--- src/fep_pkg.sv ---
// Constants, codes and carrier types of the Fast Ethernet coding path
package fep_pkg;

    // ------------------------------------------------------------
    // Register map (index = printed register number)
    // ------------------------------------------------------------
    localparam logic [4:0] FEP_REG_CTRL = 5'h10;
    localparam logic [4:0] FEP_REG_STAT = 5'h11;
    localparam logic [4:0] FEP_REG_ADDR = 5'h12;

    localparam int FEP_CTRL_SYM_BIT = 0;
    localparam int FEP_CTRL_FDX_BIT = 1;
    localparam int FEP_CTRL_INV_BIT = 2;

    localparam int FEP_STAT_RECV_BIT = 3;
    localparam int FEP_STAT_LOCK_BIT = 4;
    localparam int FEP_STAT_PREM_BIT = 5;
    localparam int FEP_STAT_HALT_BIT = 6;
    localparam int FEP_STAT_INV_BIT = 7;

    localparam logic [2:0] FEP_CTRL_RESET = 3'h0;
    localparam logic [4:0] FEP_ADDR_RESET = 5'h00;
    localparam logic [2:0] FEP_STICKY_RESET = 3'h0;

    // ------------------------------------------------------------
    // Code groups
    // ------------------------------------------------------------
    localparam logic [4:0] FEP_SYM_I = 5'h1F;
    localparam logic [4:0] FEP_SYM_J = 5'h18;
    localparam logic [4:0] FEP_SYM_K = 5'h11;
    localparam logic [4:0] FEP_SYM_T = 5'h0D;
    localparam logic [4:0] FEP_SYM_R = 5'h07;
    localparam logic [4:0] FEP_SYM_H = 5'h04;
    localparam logic [4:0] FEP_SYM_BAD = 5'h00;
    localparam logic [3:0] FEP_PREAMBLE_NIB = 4'h5;

    // ------------------------------------------------------------
    // Counts (one clock = one code bit)
    // ------------------------------------------------------------
    localparam logic [2:0] FEP_SYM_LAST = 3'h4;
    localparam logic [2:0] FEP_CONFIRM_BITS = 3'h7;
    localparam logic [3:0] FEP_LOCK_BITS = 4'hB;
    localparam logic [10:0] FEP_CIPHER_RESET = 11'h7FF;
    localparam logic [4:0] FEP_SEED_FILL = 5'h1F;

    // ------------------------------------------------------------
    // Types
    // ------------------------------------------------------------
    typedef enum logic [2:0] {
        FEP_TX_IDLE = 3'b000,
        FEP_TX_J = 3'b001,
        FEP_TX_K = 3'b010,
        FEP_TX_DATA = 3'b011,
        FEP_TX_T = 3'b100,
        FEP_TX_R = 3'b101
    } fep_tx_st_t;

    typedef enum logic [2:0] {
        FEP_RX_IDLE = 3'b000,
        FEP_RX_EXAM = 3'b001,
        FEP_RX_CARRIER = 3'b010,
        FEP_RX_RECV = 3'b011,
        FEP_RX_END = 3'b100
    } fep_rx_st_t;

    typedef struct packed {
        logic invalid_test;
        logic full_duplex;
        logic symbol_mode;
    } fep_ctrl_t;

    typedef struct packed {
        logic is_data;
        logic is_ctrl;
        logic [3:0] nib;
    } fep_dec_t;

    typedef struct packed {
        logic [1:0] level;
    } fep_line_t;

endpackage

--- src/fep_coding_path.sv ---
// 100Base-X coding path: 4B/5B, cipher, MLT-3 and carrier sense
`timescale 1ns/10ps

// Behaviour
// - In idle stream, a zero bit starts examination of following bits.
// - Second zero found enters carrier state and sets the receiving flag.
// - Receiving flag true drives carrier sense on.
// - Unconfirmed idle/J/K after carrier raises receive error and returns to idle.
// - Entering receive idle clears receiving, dropping carrier sense.
// - Confirmed idle, J, K moves to receive and delivers nibbles.
// - Each transmit nibble maps to one code group; data groups decode back.
// - Sixteen data groups, six control groups, ten invalid groups.
// - J,K start a frame, T,R end it, halt marks transmit error.
// - Undefined received group sets invalid-symbol status bit 17.7.
// - Received halt sets halt-detected status bit 17.6.
// - Invalid groups sent only with test bit 16.2 and transmit error input.
// - Transmit cipher register seeded from configured station address.
// - Symbol mode bypasses both scrambler and descrambler.
// - Descrambler restores received bit stream before framing.
// - Transmit bit stream becomes three-level MLT-3 line code.
// - Received MLT-3 levels convert back to a bit stream.
// - Half duplex asserts collision on simultaneous transmit and receive.
// - First two preamble nibbles sent as J,K; T,R appended at end.
// - Idles before end delimiter raise error, set 17.5, return idle.
module fep_coding_path (
    input wire logic clk,
    input wire logic reset_n,
    input wire logic [4:0] reg_addr,
    input wire logic [15:0] reg_wdata,
    input wire logic reg_wr,
    input wire logic reg_rd,
    output logic [15:0] reg_rdata,
    input wire logic [3:0] txd,
    input wire logic tx_en,
    input wire logic transmit_error_input,
    output logic tx_nib_stb,
    input wire logic pair_receive_plus,
    input wire logic line_rx_minus,
    output logic pair_transmit_plus,
    output logic line_tx_minus,
    output logic [3:0] rxd,
    output logic rx_nib_stb,
    output logic rx_er,
    output logic crs,
    output logic col
);
    import fep_pkg::*;

    // ------------------------------------------------------------
    // Code table
    // ------------------------------------------------------------
    function automatic logic [4:0] enc5(input logic [3:0] n);
        logic [4:0] c;
        c = 5'h00;
        case (n)
            4'h0: c = 5'h1E;
            4'h1: c = 5'h09;
            4'h2: c = 5'h14;
            4'h3: c = 5'h15;
            4'h4: c = 5'h0A;
            4'h5: c = 5'h0B;
            4'h6: c = 5'h0E;
            4'h7: c = 5'h0F;
            4'h8: c = 5'h12;
            4'h9: c = 5'h13;
            4'hA: c = 5'h16;
            4'hB: c = 5'h17;
            4'hC: c = 5'h1A;
            4'hD: c = 5'h1B;
            4'hE: c = 5'h1C;
            default: c = 5'h1D;
        endcase
        return c;
    endfunction

    function automatic fep_dec_t dec5(input logic [4:0] s);
        fep_dec_t d;
        int i;
        d = '0;
        for (i = 0; i < 16; i++) begin
            if (enc5(i[3:0]) == s) begin
                d.is_data = 1'b1;
                d.nib = i[3:0];
            end
        end
        d.is_ctrl = (s == FEP_SYM_I) || (s == FEP_SYM_J) || (s == FEP_SYM_K) ||
                    (s == FEP_SYM_T) || (s == FEP_SYM_R) || (s == FEP_SYM_H);
        return d;
    endfunction

    // ------------------------------------------------------------
    // Registers
    // ------------------------------------------------------------
    fep_ctrl_t ctrl_q;
    logic [4:0] addr_q;
    logic [2:0] sticky_q;
    logic [15:0] rdata_q;
    logic seed_pend_q;
    logic locked_q;
    logic [3:0] lock_cnt_q;
    fep_rx_st_t rx_st_q, rx_st_d;

    wire wr_ctrl = reg_wr && (reg_addr == FEP_REG_CTRL);
    wire wr_addr = reg_wr && (reg_addr == FEP_REG_ADDR);
    wire rd_stat = reg_rd && (reg_addr == FEP_REG_STAT);
    wire receiving = (rx_st_q == FEP_RX_CARRIER) || (rx_st_q == FEP_RX_RECV) || (rx_st_q == FEP_RX_END);
    // Carrier sense and collision share one view of the next receive state
    wire receiving_d = (rx_st_d == FEP_RX_CARRIER) || (rx_st_d == FEP_RX_RECV) || (rx_st_d == FEP_RX_END);
    logic [15:0] status_word;
    logic [15:0] rd_mux;
    logic [2:0] sticky_set;

    always_comb begin
        status_word = 16'h0000;
        status_word[FEP_STAT_INV_BIT] = sticky_q[2];
        status_word[FEP_STAT_HALT_BIT] = sticky_q[1];
        status_word[FEP_STAT_PREM_BIT] = sticky_q[0];
        status_word[FEP_STAT_LOCK_BIT] = locked_q;
        status_word[FEP_STAT_RECV_BIT] = receiving;
        if (reg_addr == FEP_REG_CTRL) begin
            rd_mux = {13'h0000, ctrl_q};
        end else if (reg_addr == FEP_REG_STAT) begin
            rd_mux = status_word;
        end else if (reg_addr == FEP_REG_ADDR) begin
            rd_mux = {11'h000, addr_q};
        end else begin
            rd_mux = 16'h0000;
        end
    end

    // Latching bits clear on read; a set in the same cycle wins
    wire [2:0] sticky_d = (sticky_q & ~{3{rd_stat}}) | sticky_set;

    always_ff @(posedge clk or negedge reset_n) begin
        if (!reset_n) begin
            ctrl_q <= FEP_CTRL_RESET;
            addr_q <= FEP_ADDR_RESET;
            sticky_q <= FEP_STICKY_RESET;
            rdata_q <= 16'h0000;
        end else begin
            if (wr_ctrl) begin
                ctrl_q <= reg_wdata[2:0];
            end
            if (wr_addr) begin
                addr_q <= reg_wdata[4:0];
            end
            sticky_q <= sticky_d;
            rdata_q <= reg_rd ? rd_mux : 16'h0000;
        end
    end
    assign reg_rdata = rdata_q;

    // ------------------------------------------------------------
    // Transmit: framing and 4B/5B
    // ------------------------------------------------------------
    fep_tx_st_t tx_st_q, tx_st_d;
    logic [2:0] tx_bit_q;
    logic [4:0] tx_sym_q;
    logic [4:0] tx_sym_d;
    wire sym_end = (tx_bit_q == FEP_SYM_LAST);
    wire tx_bad = transmit_error_input && ctrl_q.invalid_test;
    wire [4:0] tx_data_sym = transmit_error_input ? (tx_bad ? FEP_SYM_BAD : FEP_SYM_H) : enc5(txd);

    always_comb begin
        tx_st_d = tx_st_q;
        tx_sym_d = FEP_SYM_I;
        case (tx_st_q)
            FEP_TX_IDLE: begin
                if (tx_en) begin
                    tx_st_d = FEP_TX_J;
                    tx_sym_d = FEP_SYM_J;
                end
            end
            FEP_TX_J: begin
                tx_st_d = tx_en ? FEP_TX_K : FEP_TX_T;
                tx_sym_d = tx_en ? FEP_SYM_K : FEP_SYM_T;
            end
            FEP_TX_K, FEP_TX_DATA: begin
                tx_st_d = tx_en ? FEP_TX_DATA : FEP_TX_T;
                tx_sym_d = tx_en ? tx_data_sym : FEP_SYM_T;
            end
            FEP_TX_T: begin
                tx_st_d = FEP_TX_R;
                tx_sym_d = FEP_SYM_R;
            end
            default: begin
                tx_st_d = FEP_TX_IDLE;
                tx_sym_d = FEP_SYM_I;
            end
        endcase
    end

    always_ff @(posedge clk or negedge reset_n) begin
        if (!reset_n) begin
            tx_st_q <= FEP_TX_IDLE;
            tx_bit_q <= 3'h0;
            tx_sym_q <= FEP_SYM_I;
            tx_nib_stb <= 1'b0;
        end else begin
            tx_bit_q <= sym_end ? 3'h0 : tx_bit_q + 3'h1;
            tx_nib_stb <= sym_end;
            if (sym_end) begin
                tx_st_q <= tx_st_d;
                tx_sym_q <= tx_sym_d;
            end
        end
    end

    // ------------------------------------------------------------
    // Transmit: cipher, NRZI and MLT-3
    // ------------------------------------------------------------
    logic [10:0] scr_q;
    logic tx_nrzi_q;
    logic [1:0] mlt_ph_q;
    logic line_pos_q, line_neg_q;
    wire tx_code_bit = tx_sym_q[3'h4 - tx_bit_q];
    wire scr_ks = scr_q[10] ^ scr_q[8];
    wire tx_line_bit = ctrl_q.symbol_mode ? tx_code_bit : (tx_code_bit ^ scr_ks);
    wire tx_nrzi_d = tx_nrzi_q ^ tx_line_bit;
    // NRZI edge drives the MLT-3 step
    wire [1:0] mlt_ph_d = (tx_nrzi_d != tx_nrzi_q) ? mlt_ph_q + 2'h1 : mlt_ph_q;

    always_ff @(posedge clk or negedge reset_n) begin
        if (!reset_n) begin
            scr_q <= FEP_CIPHER_RESET;
            seed_pend_q <= 1'b1;
            tx_nrzi_q <= 1'b0;
            mlt_ph_q <= 2'h0;
            line_pos_q <= 1'b0;
            line_neg_q <= 1'b0;
        end else begin
            seed_pend_q <= wr_addr;
            // Seed kept non-zero by the fill bits so the cipher cannot stall
            scr_q <= seed_pend_q ? {1'b1, addr_q, FEP_SEED_FILL} : {scr_q[9:0], scr_ks};
            tx_nrzi_q <= tx_nrzi_d;
            mlt_ph_q <= mlt_ph_d;
            line_pos_q <= (mlt_ph_d == 2'h1);
            line_neg_q <= (mlt_ph_d == 2'h3);
        end
    end
    assign pair_transmit_plus = line_pos_q;
    assign line_tx_minus = line_neg_q;

    // ------------------------------------------------------------
    // Receive: line decode and descrambler
    // ------------------------------------------------------------
    logic [1:0] rx_s1_q, rx_s2_q;
    fep_line_t rx_lvl_q;
    logic rx_nrzi_q, rx_nrzi_old_q;
    logic [10:0] dsc_q;
    wire [1:0] rx_lvl_now = rx_s2_q;

    always_ff @(posedge clk or negedge reset_n) begin
        if (!reset_n) begin
            rx_s1_q <= 2'h0;
            rx_s2_q <= 2'h0;
            rx_lvl_q <= '0;
            rx_nrzi_q <= 1'b0;
            rx_nrzi_old_q <= 1'b0;
        end else begin
            rx_s1_q <= {pair_receive_plus, line_rx_minus};
            rx_s2_q <= rx_s1_q;
            rx_lvl_q.level <= rx_lvl_now;
            rx_nrzi_q <= rx_nrzi_q ^ (rx_lvl_now != rx_lvl_q.level);
            rx_nrzi_old_q <= rx_nrzi_q;
        end
    end

    wire rx_code_bit = rx_nrzi_q ^ rx_nrzi_old_q;
    wire dsc_ks = dsc_q[10] ^ dsc_q[8];
    wire rx_plain = ctrl_q.symbol_mode ? rx_code_bit : (rx_code_bit ^ dsc_ks);
    wire bit_ok = ctrl_q.symbol_mode || locked_q;
    logic false_carrier;

    always_ff @(posedge clk or negedge reset_n) begin
        if (!reset_n) begin
            dsc_q <= FEP_CIPHER_RESET;
            locked_q <= 1'b0;
            lock_cnt_q <= 4'h0;
        end else begin
            // Learned from idle ones while unlocked, free-running once locked
            dsc_q <= locked_q ? {dsc_q[9:0], dsc_ks} : {dsc_q[9:0], ~rx_code_bit};
            if (false_carrier) begin
                locked_q <= 1'b0;
                lock_cnt_q <= 4'h0;
            end else if (!locked_q) begin
                lock_cnt_q <= lock_cnt_q + 4'h1;
                locked_q <= (lock_cnt_q + 4'h1 == FEP_LOCK_BITS);
            end
        end
    end

    // ------------------------------------------------------------
    // Receive: carrier detect, framing and decode
    // ------------------------------------------------------------
    logic [19:0] hist_q;
    logic [2:0] cnt_q, cnt_d;
    logic pre_pend_q, pre_pend_d;
    logic nib_out, err_out;
    logic [3:0] nib_val;
    wire [2:0] cnt_nx = cnt_q + 3'h1;
    wire [19:0] hist_nx = {hist_q[18:0], rx_plain};
    wire [4:0] rx_sym = hist_nx[4:0];
    fep_dec_t rx_dec;
    assign rx_dec = dec5(rx_sym);

    always_comb begin
        rx_st_d = rx_st_q;
        cnt_d = cnt_q;
        pre_pend_d = 1'b0;
        nib_out = 1'b0;
        nib_val = rx_dec.nib;
        err_out = 1'b0;
        sticky_set = 3'h0;
        false_carrier = 1'b0;
        if (pre_pend_q) begin
            nib_out = 1'b1;
            nib_val = FEP_PREAMBLE_NIB;
        end
        if (bit_ok) begin
            case (rx_st_q)
                FEP_RX_IDLE: begin
                    if (!rx_plain) begin
                        rx_st_d = FEP_RX_EXAM;
                        cnt_d = 3'h0;
                    end
                end
                FEP_RX_EXAM: begin
                    cnt_d = cnt_nx;
                    if (!rx_plain) begin
                        rx_st_d = FEP_RX_CARRIER;
                    end else if (cnt_nx == FEP_CONFIRM_BITS) begin
                        rx_st_d = FEP_RX_IDLE;
                    end
                end
                FEP_RX_CARRIER: begin
                    cnt_d = cnt_nx;
                    if (cnt_nx == FEP_CONFIRM_BITS) begin
                        if (hist_nx[14:0] == {FEP_SYM_I, FEP_SYM_J, FEP_SYM_K}) begin
                            rx_st_d = FEP_RX_RECV;
                            cnt_d = 3'h0;
                            nib_out = 1'b1;
                            nib_val = FEP_PREAMBLE_NIB;
                            pre_pend_d = 1'b1;
                        end else begin
                            rx_st_d = FEP_RX_IDLE;
                            err_out = 1'b1;
                            false_carrier = !ctrl_q.symbol_mode;
                        end
                    end
                end
                FEP_RX_RECV: begin
                    cnt_d = (cnt_q == FEP_SYM_LAST) ? 3'h0 : cnt_nx;
                    if (cnt_q == FEP_SYM_LAST) begin
                        if (rx_dec.is_data) begin
                            nib_out = 1'b1;
                        end else if (rx_sym == FEP_SYM_T) begin
                            rx_st_d = FEP_RX_END;
                        end else if (rx_sym == FEP_SYM_I) begin
                            rx_st_d = FEP_RX_IDLE;
                            err_out = 1'b1;
                            sticky_set[0] = 1'b1;
                        end else begin
                            err_out = 1'b1;
                            sticky_set[1] = (rx_sym == FEP_SYM_H);
                            sticky_set[2] = !rx_dec.is_ctrl;
                        end
                    end
                end
                default: begin
                    cnt_d = (cnt_q == FEP_SYM_LAST) ? 3'h0 : cnt_nx;
                    if (cnt_q == FEP_SYM_LAST) begin
                        rx_st_d = FEP_RX_IDLE;
                        err_out = (rx_sym != FEP_SYM_R);
                    end
                end
            endcase
        end
    end

    always_ff @(posedge clk or negedge reset_n) begin
        if (!reset_n) begin
            rx_st_q <= FEP_RX_IDLE;
            hist_q <= 20'hFFFFF;
            cnt_q <= 3'h0;
            pre_pend_q <= 1'b0;
            rxd <= 4'h0;
            rx_nib_stb <= 1'b0;
            rx_er <= 1'b0;
            crs <= 1'b0;
            col <= 1'b0;
        end else begin
            if (bit_ok) begin
                hist_q <= hist_nx;
            end
            rx_st_q <= rx_st_d;
            cnt_q <= cnt_d;
            pre_pend_q <= pre_pend_d;
            rxd <= nib_out ? nib_val : rxd;
            rx_nib_stb <= nib_out;
            rx_er <= err_out;
            crs <= receiving_d;
            col <= !ctrl_q.full_duplex && (tx_st_q != FEP_TX_IDLE) && receiving_d;
        end
    end

endmodule

--- config.mk ---
export PLATFORM = sky130hd
export DESIGN_NAME = fep_coding_path
export DESIGN_NICKNAME = d
export VERILOG_FILES = /design/src/fep_pkg.sv /design/src/fep_coding_path.sv
export SDC_FILE = /design/constraint.sdc
export NUM_CORES = 1
export LEC_CHECK = 0
export ABC_AREA = 1
export ABC_CLOCK_PERIOD_IN_PS = 1780
export BUFFER_PORTS_ARGS = -buffer_cell sky130_fd_sc_hd__buf_2
export CAP_MARGIN = 20
export CORE_MARGIN = 10
export CORE_UTILIZATION = 45
export DETAILED_ROUTE_END_ITERATION = 8
export PLACE_DENSITY = 0.66
export SETUP_SLACK_MARGIN = 0.4
export SYNTH_ARGS = -nofsm -noshare
export SYNTH_HDL_FRONTEND = slang
export SYNTH_SLANG_ARGS = --single-unit
--- constraint.sdc ---
create_clock -name clk -period 1.78 [get_ports clk]
set_input_delay 0.356 -clock clk [delete_from_list [all_inputs] [get_ports clk]]
set_output_delay 0.356 -clock clk [all_outputs]
set_load 0.005 [all_outputs]
==> flow_metrics.tcl <==
set metrics [dict create \
    outcome "finished with violations" \
    violations "setup timing" \
    rsz0062_at_grt "true" \
    cp-start-kind "flip-flop" \
    core_area_um2 10300 \
    r2r_start "dsc_q[8]$_DFF_PN1_" \
    ys_seq_area_share_pct 53.7 \
    antenna_left 0 \
    fillers 897 \
    design.die.area_um2 15100 \
    irDropWorstVdd_v 0.000695 \
    ioPinCount 60 \
    synth-compound-area-share_pct 9.91 \
    cts_inserted_buffers 9 \
    worstHoldStart "line_rx_minus" \
    synthXorXnorAreaFrac_pct 1.84 \
    holdCritPathClass "in -> reg" \
    fin_util_pct 58.5 \
    grt_antenna_before_repair 0 \
    drt_pre_antenna_iters 5 \
    grt_pass1_vias 3777 \
    syn2layout_area_growth_pct 26.9 \
    globalRouteMet3Util_pct 3.17 \
    layout-drive-gt1-share_pct 39.8 \
    portBuffers 40 \
    die_height_um 123 \
    root_buffer "clkbuf_8" \
    cpMaxStageDelayCell "dfstp_2" \
    crit_start "dsc_q[8]$_DFF_PN1_" \
    grt-busiest-layer "met2" \
    finalInstanceArea_um2 6040 \
    nNetsFinal 671 \
    setup-tns-final_ns -0.617 \
    maxCapViolations 0 \
    cp.arrival_ns 2.19 \
    h-tree-depth 3 \
    grt_pass1_wl_um 17700 \
    gr-total-overflow 0 \
    yosysWarningCount 0 \
    place_congestion 0.856 \
    dr.first_iter.drc_count 310 \
    powerDensity_nw_per_um2 1660 \
    num_rows 37 \
    syn-cell-area_um2 4760 \
    vias 3806 \
    syn_area_per_cell_um2 8.92 \
    synthCells 534 \
    diodes 0 \
    fin_skew_ns 0.0122 \
    ys_ff_latch 100 \
    synth_top_family_by_area "simple AND/OR/NAND/NOR gates" \
    async_flop_share_pct 100 \
    end_kind "flip-flop" \
    gr-usage-all-layers_pct 14.4 \
    clk_latency_ns 0.37 \
    slowest_delay_ns 0.57 \
    muxShareOfSynthArea_pct 0 \
    synth_edf_count 0 \
    finalCritPeriodShare_pct 106 \
    period_needed_ns 1.88 \
    maxSlewViolCount 0 \
    cts_tree "built" \
    clkSinkCount 100 \
    start_util_pct 46.1 \
    wl_per_cell_um 13.9 \
    clkTransAtPathRegs_ns 0.09 \
    crit_chain "inv_2 -> nand2_2 -> nand3_2 -> nand2_4 -> nand2_4 -> nand2_4 -> inv_1 -> nor2_1 -> nand4_1 -> o21ai_2 -> nand3_2 -> nand2_2 -> nand2_2 -> nor2_2" \
    grt_max_degree 40 \
    critPathKind "reg -> reg" \
    use_met1_pct 18.2 \
    synth-simple-area-share_pct 24.1 \
    die_x_um 123 \
    met2_usage_pct 23.9 \
    via_per_inst 4.94 \
    dp_hpwl_um 7650 \
    drc 0 \
    synth_flop_cell "dfrtp_1" \
    synth_cell_types 48 \
    leakage_uw 0.00292 \
    max_clock_freq_mhz 531 \
    worstPathRequired_ns 2.09 \
    cts_buffer_depth 2 \
    synthAdderAreaFrac_pct 2.10 \
    worst-path-max-fanout 5 \
    worst_slack_ns -0.104 \
    hold_viol_final 0 \
    setup_viol 11 \
    dpl-instance-area_um2 5450 \
    wirelength_um 10700 \
]
## path summary, 6_finish.rpt
| check | slack [ns] | to | cells after the start |
|---|---|---|---|
| min reg2reg | 0.35 | rx_lvl_now[0]$_DFF_PN0_ | 0 |
| max | -0.10 | col$_DFF_PN0_ | 14 |
| max reg2reg | -0.10 | col$_DFF_PN0_ | 14 |
| min in group asynchronous | 0.49 | rx_lvl_q[0]$_DFF_PN0_ | 2 |
| min | 0.09 | rx_s1_q[0]$_DFF_PN0_ | 1 |
| max in group asynchronous | 0.60 | hist_q[12]$_DFFE_PN1N_ | 3 |
## state kept, by name, summed over array words and instances, names as in the netlist, 2 cells and up
signal      flops
addr_q          5
cnt_q           3
ctrl_q          3
dsc_q          11
hist_q         14
lock_cnt_q      4
mlt_ph_q        2
reg_rdata       8
rx_lvl_now      2
rx_lvl_q        2
rx_s1_q         2
rx_st_q         3
rxd             4
scr_q          11
sticky_q        3
tx_bit_q        3
tx_st_q         3
tx_sym_q        5
## logic make-up after synthesis
kind of cell    count (synthesis)
simple gates                  243
compound gates                 79
other cells                     1
buf+inv                        93
flops                         100
xor+xnor                       10
fa+ha+maj                       8
## through the flow
step	std cells	worst slack (ns)	total power [uW]	hold WS [ns]
floorplan	541	0.112	6490	0.0604
global placement	739	-0.0417	7600	0.334
detailed placement	739	-0.0820	7770	0.336
CTS	766	-0.0829	9670	0.0835
global route	771	-0.245	10800	0.0744
finish	771	-0.104	10100	0.0940
## Yosys cell counts, types with 3 or more instances
cell      count  area [um^2]
inv_2         6         22.5
ha_1          8          100
o21ai_0      42          210
o211ai_1      3         22.5
inv_1        68          255
nor3_1        8         40.0
dfrtp_1      58         1450
xnor2_1       6         52.6
nand2_2       6         37.5
or2_2         7         43.8
nand2_1     123          462
dfstp_2      42         1100
nor2_1       44          165
xor2_1        4         35.0
a21oi_1      11         55.1
nand2_4       5         56.3
nand4_1       8         50.1
nand3_1      26          130
buf_4        10         75.1
clkbuf_1      5         18.8
nor2_4        4         45.0
nand3_2       4         40.0
## metal layers
metal,wire length [um],up-vias
li1,-,1892
met1,4750,1838
met2,5450,64
met3,371,12
met4,126,0
met5,0,-
## power breakdown
group	internal (uW)	leakage, uW	total, uW	switching (uW)
clock network	729	0.0000959	1510	778
registers	3420	0.00118	4030	609
logic	1940	0.00165	4520	2570
## repair_timing
item	CTS	global route
hold buffers	1	0
gates cloned	0	0
endpoints found under the setup margin	41	41
pin swaps	21	22
endpoints found under the hold margin	25	0
gates resized for setup	38	43
setup buffers	10	5
## cell usage in the layout, fill, tap and decap left out, drive strengths merged, types with 2 or more instances in the layout
cell type / instances
dfrtp: 58
a32o: 2
conb: 8
a21oi: 12
nand2: 134
or2: 7
a2111oi: 2
inv: 74
clkbuf: 13
xor2: 4
a211oi: 2
dfstp: 42
nand3: 31
a22oi: 2
o211ai: 3
a31oi: 2
nor2: 50
o21ai: 46
clkinv: 2
nor3: 10
clkinvlp: 2
a32oi: 2
buf: 94
o31ai: 2
nand4: 8
ha: 8
xnor2: 6
## critical path: cells and delay by family, from the launching register on
| kind | cells | cell delay, ns |
|---|---|---|
| buffers and inverters | 2 | 0.10 |
| DFF | 1 | 0.57 |
| AOI/OAI and AO/OA | 1 | 0.22 |
| and+or+nand+nor | 11 | 0.94 |
## area by class of cell
type	count	area (um^2)	area share (%)
sequential	100	2560	42.3
multi-input combinational	348	2150	35.6
timing repair buffer	95	654	10.8
inverter	76	305	5.05
tap	136	170	2.82
clock buffer	13	159	2.63
clock inverter	3	45.0	0.745
Note: power is estimated with default switching activity, not from simulation.
